### config.mk
export PLATFORM = sky130hd
export DESIGN_NAME = lpr_controller_flat
export DESIGN_NICKNAME = d
export VERILOG_FILES = /design/src/logic/lpr_pkg.sv /design/src/logic/lpr_link_if.sv /design/src/logic/lpr_controller.sv /design/src/flat_wrapper.sv
export VERILOG_INCLUDE_DIRS = /design/src /design/src/logic
export SDC_FILE = /design/constraint.sdc
export NUM_CORES = 1
export LEC_CHECK = 0
export BUFFER_PORTS_ARGS = -buffer_cell sky130_fd_sc_hd__buf_2
export CORE_MARGIN = 2
export CORE_UTILIZATION = 60
export DETAILED_ROUTE_END_ITERATION = 10
export GPL_TIMING_DRIVEN = 0
export MAX_ROUTING_LAYER = met4
export PLACE_DENSITY = 0.79
export REMOVE_ABC_BUFFERS = 1
export SLEW_MARGIN = 10
export SYNTH_ARGS = -nofsm -noshare
export SYNTH_HDL_FRONTEND = slang
export SYNTH_SLANG_ARGS = --single-unit
### constraint.sdc
create_clock -name clk -period 5.44 [get_ports clk]
set_input_delay 0.272 -clock clk [delete_from_list [all_inputs] [get_ports clk]]
set_output_delay 0.272 -clock clk [all_outputs]
set_load 0.05 [all_outputs]
### src/logic/lpr_consts.svh
// Constants for the low-power DDR bank and power-state link
// Functional notes
// (RULE1) A10 high on write selects auto precharge
// (RULE2) Auto precharge starts after write recovery
// (RULE3) No command to bank during auto precharge
// (RULE4) Auto refresh: REF command with CKE high
// (RULE5) All banks idle tRP before auto refresh
// (RULE6) Refresh uses internal row counter, banks end idle
// (RULE7) Wait tRFC after auto refresh
// (RULE8) Self refresh entry: REF command, CKE low
// (RULE9) Hold CKE low throughout self refresh
// (RULE10) Keep driving CKE during self refresh
// (RULE11) Stable clock and NOP before self refresh exit
// (RULE12) Self refresh from idle, at least tRFC
// (RULE13) CKE low enters power down, gating inputs
// (RULE14) Idle before power down, tPDEX after exit
// (RULE15) Power down no longer than refresh period
// (RULE16) Power down lasts at least tCKE
// (RULE17) Clock stop only with CKE high, commands done
// (RULE18) Clock stop holds true low, complement high
// (RULE19) NOP after clock restart before access
// (RULE20) 200 us stable clock with NOP at power up
// (RULE21) Init: precharge all, two refreshes, mode, extended mode
// (RULE22) Mode registers programmed at init, banks idle
`ifndef LPR_CONSTS_SVH
`define LPR_CONSTS_SVH
`define LPR_CLK_NS 40
`define LPR_TINIT_NS 200000
`define LPR_TINIT_CYC ((`LPR_TINIT_NS + 2 * `LPR_CLK_NS - 1) / (2 * `LPR_CLK_NS))
`define LPR_TRP_CYC 3
`define LPR_TRFC_CYC 12
`define LPR_TWR_CYC 2
`define LPR_TRCD_CYC 3
`define LPR_TMRD_CYC 2
`define LPR_TCKE_CYC 2
`define LPR_TPDEX_CYC 2
`define LPR_PD_MAX_CYC 1000
`define LPR_BURST 4
`define LPR_ADDR_W 13
`define LPR_BANKS 4
`define LPR_AUTO_PRECHARGE_FLAG 10
`define LPR_RESTART_NOP_CYC 1
`define LPR_BA_MODE 2'h0
`define LPR_BA_EXT 2'h2
`define LPR_INIT_REFS 2'h2
`define LPR_MODE_VAL 13'h0032
`define LPR_EXT_VAL 13'h0000
`endif

### src/logic/lpr_pkg.sv
// Types shared by both ends of the link
package lpr_pkg;
	// {csN, rasN, casN, weN}
	typedef enum logic [3:0] {
		CMD_MRS  = 4'h0,
		CMD_REF  = 4'h1,
		CMD_PRE  = 4'h2,
		CMD_ACT  = 4'h3,
		CMD_WR   = 4'h4,
		CMD_RD   = 4'h5,
		CMD_BST  = 4'h6,
		CMD_NOP  = 4'h7,
		CMD_DSEL = 4'h8
	} lpr_cmd_t;
	typedef enum logic [1:0] {
		OP_ACT   = 2'h0,
		OP_WRITE = 2'h1,
		OP_PRE   = 2'h2,
		OP_REF   = 2'h3
	} lpr_op_t;
	typedef enum logic [3:0] {
		CS_INIT = 4'h0,
		CS_PALL = 4'h1,
		CS_REFI = 4'h3,
		CS_MRS  = 4'h2,
		CS_EMRS = 4'h6,
		CS_IDLE = 4'h7,
		CS_PDN  = 4'h5,
		CS_SREF = 4'h4,
		CS_STOP = 4'hF
	} lpr_cstate_t;
	typedef enum logic [1:0] {
		DS_NORM = 2'h0,
		DS_PDN  = 2'h1,
		DS_SREF = 2'h3
	} lpr_dstate_t;
endpackage

### src/logic/lpr_link_if.sv
// Command, clock and clock-enable pins between controller and memory
`timescale 1ns/1ps
`include "lpr_consts.svh"
interface lpr_link_if;
	logic                   ck;
	logic                   ckN;
	logic                   cke;
	logic                   csN;
	logic                   rasN;
	logic                   casN;
	logic                   weN;
	logic [`LPR_ADDR_W-1:0] addr;
	logic [1:0]             ba;
	modport ctrl (output ck, ckN, cke, csN, rasN, casN, weN, addr, ba);
	modport dev (input ck, ckN, cke, csN, rasN, casN, weN, addr, ba);
endinterface

### src/logic/lpr_controller.sv
// Controller end: link clock divider, init sequence, refresh and power states
`timescale 1ns/1ps
`include "lpr_consts.svh"
module lpr_controller #(
	parameter int unsigned INIT_CYC = `LPR_TINIT_CYC,
	parameter int unsigned TRP      = `LPR_TRP_CYC,
	parameter int unsigned TRFC     = `LPR_TRFC_CYC,
	parameter int unsigned TWR      = `LPR_TWR_CYC,
	parameter int unsigned TRCD     = `LPR_TRCD_CYC,
	parameter int unsigned TMRD     = `LPR_TMRD_CYC,
	parameter int unsigned TCKE     = `LPR_TCKE_CYC,
	parameter int unsigned TPDEX    = `LPR_TPDEX_CYC,
	parameter int unsigned PD_MAX   = `LPR_PD_MAX_CYC,
	parameter int unsigned BURST    = `LPR_BURST
) (
	input  wire logic                   clk,
	input  wire logic                   rstn,
	lpr_link_if.ctrl                    link,
	input  wire logic                   cmdValid,
	input  wire lpr_pkg::lpr_op_t       cmdOp,
	input  wire logic                   cmdAutoPrechargeFlag,
	input  wire logic [1:0]             cmdBank,
	input  wire logic [`LPR_ADDR_W-1:0] cmdAddr,
	output logic                        cmdReady,
	input  wire logic                   sleepReq,
	input  wire logic                   selfRefReq,
	input  wire logic                   clkStopReq,
	output logic                        initDone,
	output logic                        powerDown,
	output logic                        selfRefresh,
	output logic                        clockStopped
);
	lpr_pkg::lpr_cstate_t   state, next_state;
	lpr_pkg::lpr_cmd_t      cmd, next_cmd;
	logic                   ck, next_ck;
	logic                   cke, next_cke;
	logic [`LPR_ADDR_W-1:0] addr, next_addr;
	logic [1:0]             ba, next_ba;
	logic [15:0]            waitCnt, next_waitCnt;
	logic [15:0]            dwell, next_dwell;
	logic [1:0]             refs, next_refs;
	logic [3:0]             openMask, next_openMask;
	logic                   adv;
	logic                   legal;
	logic                   bankIsOpen;

	// Pins change on the falling half so the memory samples them mid-cycle
	assign adv = (state == lpr_pkg::CS_STOP) ? 1'b1 : ck;
	assign bankIsOpen = openMask[cmdBank];
	always_comb
	begin
		case (cmdOp)
			lpr_pkg::OP_ACT:   legal = !bankIsOpen;
			lpr_pkg::OP_WRITE: legal = bankIsOpen;
			lpr_pkg::OP_PRE:   legal = 1'b1;
			lpr_pkg::OP_REF:   legal = openMask == 4'h0; // [RULE5]
			default:           legal = 1'b0;
		endcase
	end
	// Clock stop, and power requests once all banks are closed, take priority over user commands
	assign cmdReady = adv && state == lpr_pkg::CS_IDLE && waitCnt == 16'h0000 && legal
		&& !clkStopReq && !(openMask == 4'h0 && (selfRefReq || sleepReq));

	always_comb
	begin
		next_state = state;
		next_cmd = cmd;
		next_cke = cke;
		next_addr = addr;
		next_ba = ba;
		next_waitCnt = waitCnt;
		next_dwell = dwell;
		next_refs = refs;
		next_openMask = openMask;
		// Held low, complement high, while stopped
		next_ck = (state == lpr_pkg::CS_STOP) ? 1'b0 : !ck; // [RULE18]
		if (adv)
		begin
			next_cmd = lpr_pkg::CMD_NOP;
			if (waitCnt != 16'h0000)
				next_waitCnt = waitCnt - 16'h0001;
			if (dwell != 16'hFFFF)
				next_dwell = dwell + 16'h0001;
			case (state)
				lpr_pkg::CS_INIT:
				begin
					// CKE high and NOPs through the power-up wait
					next_cke = 1'b1; // [RULE20]
					if (waitCnt == 16'h0000)
					begin
						next_cmd = lpr_pkg::CMD_PRE; // [RULE21]
						next_addr = `LPR_ADDR_W'(1) << `LPR_AUTO_PRECHARGE_FLAG;
						next_waitCnt = 16'(TRP);
						next_state = lpr_pkg::CS_PALL;
					end
				end
				lpr_pkg::CS_PALL:
				begin
					if (waitCnt == 16'h0000)
					begin
						next_cmd = lpr_pkg::CMD_REF; // [RULE21]
						next_waitCnt = 16'(TRFC);
						next_refs = 2'h1;
						next_state = lpr_pkg::CS_REFI;
					end
				end
				lpr_pkg::CS_REFI:
				begin
					if (waitCnt == 16'h0000 && refs < `LPR_INIT_REFS)
					begin
						next_cmd = lpr_pkg::CMD_REF; // [RULE7]
						next_waitCnt = 16'(TRFC);
						next_refs = refs + 2'h1;
					end
					else if (waitCnt == 16'h0000)
					begin
						next_cmd = lpr_pkg::CMD_MRS; // [RULE22]
						next_ba = `LPR_BA_MODE;
						next_addr = `LPR_MODE_VAL;
						next_waitCnt = 16'(TMRD);
						next_state = lpr_pkg::CS_MRS;
					end
				end
				lpr_pkg::CS_MRS:
				begin
					if (waitCnt == 16'h0000)
					begin
						next_cmd = lpr_pkg::CMD_MRS; // [RULE21]
						next_ba = `LPR_BA_EXT;
						next_addr = `LPR_EXT_VAL;
						next_waitCnt = 16'(TMRD);
						next_state = lpr_pkg::CS_EMRS;
					end
				end
				lpr_pkg::CS_EMRS:
				begin
					if (waitCnt == 16'h0000)
						next_state = lpr_pkg::CS_IDLE;
				end
				lpr_pkg::CS_IDLE:
				begin
					if (waitCnt != 16'h0000)
						next_state = state;
					else if (clkStopReq)
						next_state = lpr_pkg::CS_STOP; // [RULE17]
					else if (openMask == 4'h0 && selfRefReq)
					begin
						next_cmd = lpr_pkg::CMD_REF; // [RULE8] [RULE12]
						next_cke = 1'b0;
						next_dwell = 16'h0000;
						next_state = lpr_pkg::CS_SREF;
					end
					else if (openMask == 4'h0 && sleepReq)
					begin
						next_cke = 1'b0; // [RULE14]
						next_dwell = 16'h0000;
						next_state = lpr_pkg::CS_PDN;
					end
					else if (cmdValid && cmdReady)
					begin
						next_ba = cmdBank;
						next_addr = cmdAddr;
						case (cmdOp)
							lpr_pkg::OP_ACT:
							begin
								next_cmd = lpr_pkg::CMD_ACT;
								next_openMask[cmdBank] = 1'b1;
								next_waitCnt = 16'(TRCD);
							end
							lpr_pkg::OP_WRITE:
							begin
								next_cmd = lpr_pkg::CMD_WR;
								next_addr[`LPR_AUTO_PRECHARGE_FLAG] = cmdAutoPrechargeFlag;
								if (cmdAutoPrechargeFlag)
								begin
									// Hold off all commands until the auto precharge ends
									next_openMask[cmdBank] = 1'b0;
									next_waitCnt = 16'(BURST / 2 + TWR + TRP); // [RULE3]
								end
								else
									next_waitCnt = 16'(BURST / 2);
							end
							lpr_pkg::OP_PRE:
							begin
								next_cmd = lpr_pkg::CMD_PRE;
								if (cmdAddr[`LPR_AUTO_PRECHARGE_FLAG])
									next_openMask = 4'h0;
								else
									next_openMask[cmdBank] = 1'b0;
								next_waitCnt = 16'(TRP);
							end
							lpr_pkg::OP_REF:
							begin
								next_cmd = lpr_pkg::CMD_REF; // [RULE4]
								next_waitCnt = 16'(TRFC); // [RULE7]
							end
							default:
								next_cmd = lpr_pkg::CMD_NOP;
						endcase
					end
				end
				lpr_pkg::CS_PDN:
				begin
					// Leave at least tCKE in, forced out before the refresh period
					if ((!sleepReq && dwell >= 16'(TCKE)) // [RULE16]
						|| dwell >= 16'(PD_MAX)) // [RULE15]
					begin
						next_cke = 1'b1;
						next_waitCnt = 16'(TPDEX); // [RULE14]
						next_state = lpr_pkg::CS_IDLE;
					end
				end
				lpr_pkg::CS_SREF:
				begin
					// CKE driven low, clock kept running with NOPs
					if (!selfRefReq && dwell >= 16'(TRFC)) // [RULE9] [RULE10] [RULE12]
					begin
						next_cke = 1'b1; // [RULE11]
						next_waitCnt = 16'(TRFC);
						next_state = lpr_pkg::CS_IDLE;
					end
				end
				lpr_pkg::CS_STOP:
				begin
					if (!clkStopReq)
					begin
						next_waitCnt = 16'(`LPR_RESTART_NOP_CYC); // [RULE19]
						next_state = lpr_pkg::CS_IDLE;
					end
				end
				default:
					next_state = lpr_pkg::CS_INIT;
			endcase
		end
	end

	always_ff @(posedge clk or negedge rstn)
	begin
		if (!rstn)
		begin
			state <= lpr_pkg::CS_INIT;
			cmd <= lpr_pkg::CMD_NOP;
			ck <= 1'b0;
			cke <= 1'b1;
			addr <= '0;
			ba <= 2'h0;
			waitCnt <= 16'(INIT_CYC);
			dwell <= 16'h0000;
			refs <= 2'h0;
			openMask <= 4'h0;
		end
		else
		begin
			state <= next_state;
			cmd <= next_cmd;
			ck <= next_ck;
			cke <= next_cke;
			addr <= next_addr;
			ba <= next_ba;
			waitCnt <= next_waitCnt;
			dwell <= next_dwell;
			refs <= next_refs;
			openMask <= next_openMask;
		end
	end

	assign link.ck = ck;
	assign link.ckN = !ck;
	assign link.cke = cke;
	assign {link.csN, link.rasN, link.casN, link.weN} = cmd;
	assign link.addr = addr;
	assign link.ba = ba;
	assign initDone = state == lpr_pkg::CS_IDLE || state == lpr_pkg::CS_PDN
		|| state == lpr_pkg::CS_SREF || state == lpr_pkg::CS_STOP;
	assign powerDown = state == lpr_pkg::CS_PDN;
	assign selfRefresh = state == lpr_pkg::CS_SREF;
	assign clockStopped = state == lpr_pkg::CS_STOP;
endmodule

### src/flat_wrapper.sv
// flat-port wrapper written by rule: the top's interface ports become plain ports
module lpr_controller_flat 
#(
	parameter int unsigned INIT_CYC = `LPR_TINIT_CYC,
	parameter int unsigned TRP      = `LPR_TRP_CYC,
	parameter int unsigned TRFC     = `LPR_TRFC_CYC,
	parameter int unsigned TWR      = `LPR_TWR_CYC,
	parameter int unsigned TRCD     = `LPR_TRCD_CYC,
	parameter int unsigned TMRD     = `LPR_TMRD_CYC,
	parameter int unsigned TCKE     = `LPR_TCKE_CYC,
	parameter int unsigned TPDEX    = `LPR_TPDEX_CYC,
	parameter int unsigned PD_MAX   = `LPR_PD_MAX_CYC,
	parameter int unsigned BURST    = `LPR_BURST
)
  (clk, rstn, cmdValid, cmdOp, cmdAutoPrechargeFlag, cmdBank, cmdAddr, cmdReady, sleepReq, selfRefReq, clkStopReq, initDone, powerDown, selfRefresh, clockStopped, link_ck, link_ckN, link_cke, link_csN, link_rasN, link_casN, link_weN, link_addr, link_ba);
  lpr_link_if link_i ();
  input  wire logic clk;
  input  wire logic rstn;
  input  wire logic cmdValid;
  input  wire lpr_pkg::lpr_op_t cmdOp;
  input  wire logic cmdAutoPrechargeFlag;
  input  wire logic [1:0] cmdBank;
  input  wire logic [`LPR_ADDR_W-1:0] cmdAddr;
  output logic cmdReady;
  input  wire logic sleepReq;
  input  wire logic selfRefReq;
  input  wire logic clkStopReq;
  output logic initDone;
  output logic powerDown;
  output logic selfRefresh;
  output logic clockStopped;
  output wire logic [$bits(link_i.ck)-1:0] link_ck;
  output wire logic [$bits(link_i.ckN)-1:0] link_ckN;
  output wire logic [$bits(link_i.cke)-1:0] link_cke;
  output wire logic [$bits(link_i.csN)-1:0] link_csN;
  output wire logic [$bits(link_i.rasN)-1:0] link_rasN;
  output wire logic [$bits(link_i.casN)-1:0] link_casN;
  output wire logic [$bits(link_i.weN)-1:0] link_weN;
  output wire logic [$bits(link_i.addr)-1:0] link_addr;
  output wire logic [$bits(link_i.ba)-1:0] link_ba;
  assign link_ck = link_i.ck;
  assign link_ckN = link_i.ckN;
  assign link_cke = link_i.cke;
  assign link_csN = link_i.csN;
  assign link_rasN = link_i.rasN;
  assign link_casN = link_i.casN;
  assign link_weN = link_i.weN;
  assign link_addr = link_i.addr;
  assign link_ba = link_i.ba;
  lpr_controller #(.INIT_CYC(INIT_CYC), .TRP(TRP), .TRFC(TRFC), .TWR(TWR), .TRCD(TRCD), .TMRD(TMRD), .TCKE(TCKE), .TPDEX(TPDEX), .PD_MAX(PD_MAX), .BURST(BURST)) u_core (.clk(clk), .rstn(rstn), .link(link_i), .cmdValid(cmdValid), .cmdOp(cmdOp), .cmdAutoPrechargeFlag(cmdAutoPrechargeFlag), .cmdBank(cmdBank), .cmdAddr(cmdAddr), .cmdReady(cmdReady), .sleepReq(sleepReq), .selfRefReq(selfRefReq), .clkStopReq(clkStopReq), .initDone(initDone), .powerDown(powerDown), .selfRefresh(selfRefresh), .clockStopped(clockStopped));
endmodule
Word-level counts from Yosys, hierarchy flattened. Index checks and enable logic that the tools add are counted.

Register bits after elaboration: 63. Bits in latches: 0. RAM bits: 0. ROM bits: 0. Bits of input ports: 24. Output and inout port bits: 27. Word-level logic and storage cells: 184. Memories: 0.

Add/subtract/negate cells: 3. $mul: 0. Div/mod/pow operators: 0. Order comparisons: 6. Equal/unequal tests: 30. Shift operators: 0. Mux-type cells: 87. Bitwise gates (word level): 7. Reduce and logical (&&, ||, !) cells: 41.

Operator list (number): two-way mux 16 bit (19); case mux 16 bit (8 select lines) (1); two-way mux 13 bit (9); two-way mux 4 bit (21); case mux 13 bit (4 select lines) (1); case mux 16 bit (3 select lines) (1); case mux 4 bit (9 select lines) (1); two-way mux 2 bit (10); case mux 4 bit (5 select lines) (1); inequality test 2 x 1 -> 1 bit, second input constant (9); adder 16 x 1 -> 16 bit, second input constant (1); == test 4 x 3 -> 1 bit, second input constant (4); >= comparator 16 x 10 -> 1 bit, second input constant (1); >= comparator 16 x 2 -> 1 bit, second input constant (1); >= comparator 16 x 4 -> 1 bit, second input constant (1); zero test 16 bit (1); inequality test 16 bit, second input constant (1); case mux 4 bit (4 select lines) (1); nonzero test 16 bit (1); subtractor 16 x 1 -> 16 bit, second input constant (1); inequality test 2 bit, second input constant (7); logical AND 1 bit (13); two-way mux 3 bit (4); case mux 4 bit (3 select lines) (1); other kinds (35) (63).

Logic depth before layout (Yosys ltp).
Depth in word-level cells: 14. Depth in mapped cells: 14. Gate-level depth less buffers: 13.

Least setup slack after synthesis. Ideal clock, no wire load.

Path kind: register -> register. Start point: reg u_core.state[3]. End point: reg u_core.state[1]. Library setup time: 0.128 ns. Data arrival time: 2.794 ns. Data required time: 5.312 ns. Path slack: 2.518 ns. Cell stages (with the launch flop): 8. Path buffers: 1. Cells stage by stage: dfrtp_1 > buf_2 > nand2b_1 > nor3b_1 > nor3b_1 > nor4_2 > mux2i_1 > nand3_1.

Cells in the longest elaborated chain, start to end: 3. Elaborated cells on any way between the ends: 23.

RTL lines: from (decl) (RTL line lpr_controller.sv:33) `lpr_pkg::lpr_cstate_t state, next_state;`; from (signal assigned) (RTL line lpr_controller.sv:241) `state <= lpr_pkg::CS_INIT;`; from (signal assigned) (RTL line lpr_controller.sv:254) `state <= next_state;`; == test 4 x 3 -> 1 bit *; via powerDown (RTL line flat_wrapper.sv:29) `output logic powerDown;`; inequality test 2 x 1 -> 1 bit (no line); AND reduction 12 bit (no line).

The timed path passes the listed nets; every way through them passes the cells marked *. A chain may end at the register's enable or synchronous reset.

Worst setup path after layout.
Start point: reg u_core.state[1]. End point: reg u_core.waitCnt[14].

Cells in the longest elaborated chain, start to end: 14. Elaborated cells on any way between the ends: 21.

RTL lines: == test 4 bit (RTL line lpr_controller.sv:48, lpr_controller.sv:84); two-way mux 1 bit (RTL line lpr_controller.sv:48) `assign adv = (state == lpr_pkg::CS_STOP) ? 1'b1 : ck;`; logical AND 1 bit (3 in series) (RTL line lpr_controller.sv:61) `assign cmdReady = adv && state == lpr_pkg::CS_IDLE && waitCnt == 16'h0000 && legal`; logical AND 1 bit (2 in series) (RTL line lpr_controller.sv:62) `&& !clkStopReq && !(openMask == 4'h0 && (selfRefReq || sleepReq));`; logical AND 1 bit (RTL line lpr_controller.sv:159) `else if (cmdValid && cmdReady)`; two-way mux 16 bit (RTL line lpr_controller.sv:159); two-way mux 16 bit (RTL line lpr_controller.sv:153) `else if (openMask == 4'h0 && sleepReq)`; two-way mux 16 bit (RTL line lpr_controller.sv:146) `else if (openMask == 4'h0 && selfRefReq)`; two-way mux 16 bit (RTL line lpr_controller.sv:144) `else if (clkStopReq)`; two-way mux 16 bit (RTL line lpr_controller.sv:142) `if (waitCnt != 16'h0000)`; case mux 16 bit (8 select lines) (RTL line lpr_controller.sv:84) `case (state)`; to (signal assigned) (RTL line lpr_controller.sv:247) `waitCnt <= 16'(INIT_CYC);`; to (signal assigned) (RTL line lpr_controller.sv:260) `waitCnt <= next_waitCnt;`; to (decl) (RTL line lpr_controller.sv:39) `logic [15:0] waitCnt, next_waitCnt;`.

Several ways; a longest one is shown, not always the timed one.

==> results by group <==
Status
  – Run status: complete, but fails checks
  – Failing checks: negative hold slack

Timing
  – Tmin final: 4.058 ns
  – RSZ-0062 raised after global routing: false
  – Endpoints failing setup: 0
  – Final worst slack: 1.382 ns
  – Worst slew pin tran: 1.112 ns
  – Crit share post-route: 0.7459
  – Count of pins over their slew limit: 0
  – Setup TNS: 0 ns
  – Hold_ws: -0.004959 ns
  – Max_slew headroom: 0.2524
  – FMAX: 246.4 MHz
  – Clock Skews: 0.01035 ns
  – Fin. Hold Viols: 2

Power
  – P_leak: 1.949 nW
  – VDD IR max: 0.0001509 V
  – PD cells: 201.3 mW/mm^2

Setup path
  – Worst Path Required: 5.62 ns
  – R2r endpoint: u_core.waitCnt[14]
  – Crit Path Max Fanout: 21
  – Worst R2R Setup Slack: 1.38 ns
  – CP Launch Type: register
  – Slowest CP cell: nor4_2
  – CP cell instances: and4_1, or2_1, inv_2, nor3_2, a31oi_2, nor4_2, nor2_1
  – Critical Path Max Stage Delay: 1.01 ns
  – Worst reg2reg path depth: 7
  – CP arrival: 4.24 ns
  – Reg2reg start: u_core.state[1]
  – Setup Crit Path Kind: register to register
  – Critical path endpoint category: register

Clocking
  – Clock slew at reported path FFs: 0.08 ns
  – CTS tree: built
  – # hold bufs at CTS: 0
  – Skew-Pair Late Insertion Delay: 0.35 ns
  – Setup bufs post-CTS: 0
  – Post-cts repair resize count: 0
  – Clock Tree Buf Depth: 2
  – H-tree Lvls: 3
  – CTS Sinks: 62
  – TritonCTS buffer count: 9
  – CTS root buffer: clkbuf_8

Yosys
  – Syn avg cell area: 8.479 um^2
  – Number of flops mapped to enable cells by yosys: 0
  – Synth Area in XOR/XNOR: 0.04744
  – Largest cells by area after synthesis: dfrtp_1 (33%), nor2_1 (6.1%), dfstp_2 (5.8%), nand2_1 (5.4%), a21oi_1 (3.7%)
  – Simple logic cell fraction of the synthesized area: 0.2668
  – Sequential share of the synthesized area: 0.3848
  – Ys async rst share: 1.000
  – Top-count cell post-synth: nor2_1
  – Post-synthesis compound-gate area fraction: 0.2012
  – Largest family of logic cells by synthesized area: simple AND/OR/NAND/NOR gates
  – Netlist Area Pre-Place: 0.004061 mm^2
  – Most used DFF post-synth: dfrtp_1
  – Adder-cell area share of the yosys netlist: 0.03697
  – Post-synthesis mux area share: 0.01818
  – Syn Inst Count: 479
  – Netlist cell types: 71
  – Synth warn: 0
  – Most frequent cells after synthesis: nor2_1 (66), nand2_1 (58), dfrtp_1 (53)
  – Share of the synthesized area in the top cell type: 0.3266
  – Post-synthesis sequential element count: 62
  – Cell accounting for the most synthesized area: dfrtp_1

Die
  – Core area: 0.006459 mm^2
  – Chip height: 86.28 um
  – Floorplan row count: 29
  – Die width: 86.28 um
  – Total die area: 0.007443 mm^2
  – IO Pins: 51
  – Initial Util: 0.6288

Finish
  – Share of layout cells above drive strength 1: 0.1966
  – Layout area overhead: 10.81%
  – Inserted Diodes: 0
  – Design area: 0.004501 mm^2
  – Final net count: 555

Placed design
  – Placer congestion estimate: 0.9934
  – Hpwl dp: 7195 um
  – Dpl ws: 1.414 ns
  – Port-buffer cells: 49
  – Placed Area: 0.004303 mm^2

Global routing
  – Grt total ovfl: 0
  – First-pass GRT wire length: 16780 um
  – Pin count of the biggest net entering global routing: 63
  – Vias in the first global route: 3504
  – Antenna violations before repair: 0
  – GRT Total Usage: 0.2925

Routing
  – 1st-pass router iterations: 6
  – Final WL: 10020 um
  – DRT iter0 DRCs: 304
  – Vias/cell: 6.321
  – Vias: 3799
  – Wire per inst: 16.66 um
  – Post-DRT Antenna Nets: 0
  – Remaining DRCs: 0

Flow run
  – MaxCap Viol Count: 0

Min path
  – Hold Path Class: input pin to asynchronous set/reset pin
## report_power, final
part	total [W]	internal (W)	switching (W)
clock network	0.000406	0.000213	0.000193
logic	0.0000388	0.0000128	0.0000260
registers	0.000461	0.000461	0
total	0.000906	0.000686	0.000219
## through the flow
stage               hold slack (ns)  cells    util  power (W)
detailed placement           0.4043    585  0.6662  0.0005086
floorplan                  -0.02359    459       -  0.0004845
finish                    -0.004959    601  0.6968  0.0009060
global route                0.05963    601  0.6968  0.0009348
global placement             0.4540    585  0.6658  0.0005073
CTS                         0.03050    601  0.6968  0.0009133
## layer usage
metal,share of wire,vias to the layer above,track usage
met5,0,-,-
met4,0.020,0,0.09659
met3,0.078,24,0.04190
met2,0.48,199,0.4686
met1,0.42,1788,0.3855
li1,-,1788,-
## layout make-up
type	count	area, um^2
clock buffers	9	123.9
clock inverters	7	73.82
fillers	526	1958
inverters	20	75.07
multi-input cells	377	2321
flip-flops and latches	62	1563
well taps	77	96.34
repair buffers	49	247.7
## kinds of logic after synthesis
| group | after synthesis |
|---|---|
| and+or+nand+nor | 211 |
| AOI/OAI and AO/OA | 125 |
| DFF | 62 |
| buffers and inverters | 40 |
| xor gates and xnor gates | 22 |
| adders and majority gates | 12 |
| muxes | 6 |
| other | 1 |
## flip-flops by register name (all words and copies together) (netlist names)
signal,count
u_core.dwell,16
u_core.waitCnt,16
u_core.link.addr,13
u_core.openMask,4
u_core.state,4
u_core.cmd,3
u_core.link.ba,2
u_core.refs,2
u_core.link.ck,1
u_core.link.cke,1
## critical path, delay by kind of cell, from the launching register on
family / cells / cell delay [ns]
buffers and inverters: 1 / 0.26
AND/OR/NAND/NOR: 5 / 2.61
flip-flops: 1 / 0.72
AO/OA/AOI/OAI: 1 / 0.29
## how the worst max path moves through the flow
stage / start / slack, ns / cells past startpoint / endpoint
global route: u_core.state[1] / 1.06 / 7 / u_core.waitCnt[13]
detailed placement: u_core.state[1] / 1.41 / 7 / u_core.waitCnt[12]
CTS: u_core.state[1] / 1.43 / 7 / u_core.waitCnt[14]
floorplan: u_core.state[1] / 2.19 / 7 / u_core.waitCnt[10]
global placement: u_core.state[1] / 1.44 / 7 / u_core.waitCnt[5]
finish: u_core.state[1] / 1.38 / 7 / u_core.waitCnt[14]
## placed cells by master (no fill, tap or decap), types with 6 or more instances in the layout
master and n:
nor2_1 66, nand2_1 58, dfrtp_1 53, buf_2 48, a21oi_1 30, o21ai_0 28
inv_1 18, nand3_1 17, xnor2_1 13, ha_1 12, xor2_1 9, clkbuf_8 9
dfstp_2 9, nand2b_1 8, nor3_1 8, o21ai_2 7, nand4_1 7, a31oi_1 7
o21ai_1 7, or3_1 6, o31ai_1 6
No activity file was read; power rests on OpenSTA's default activity.
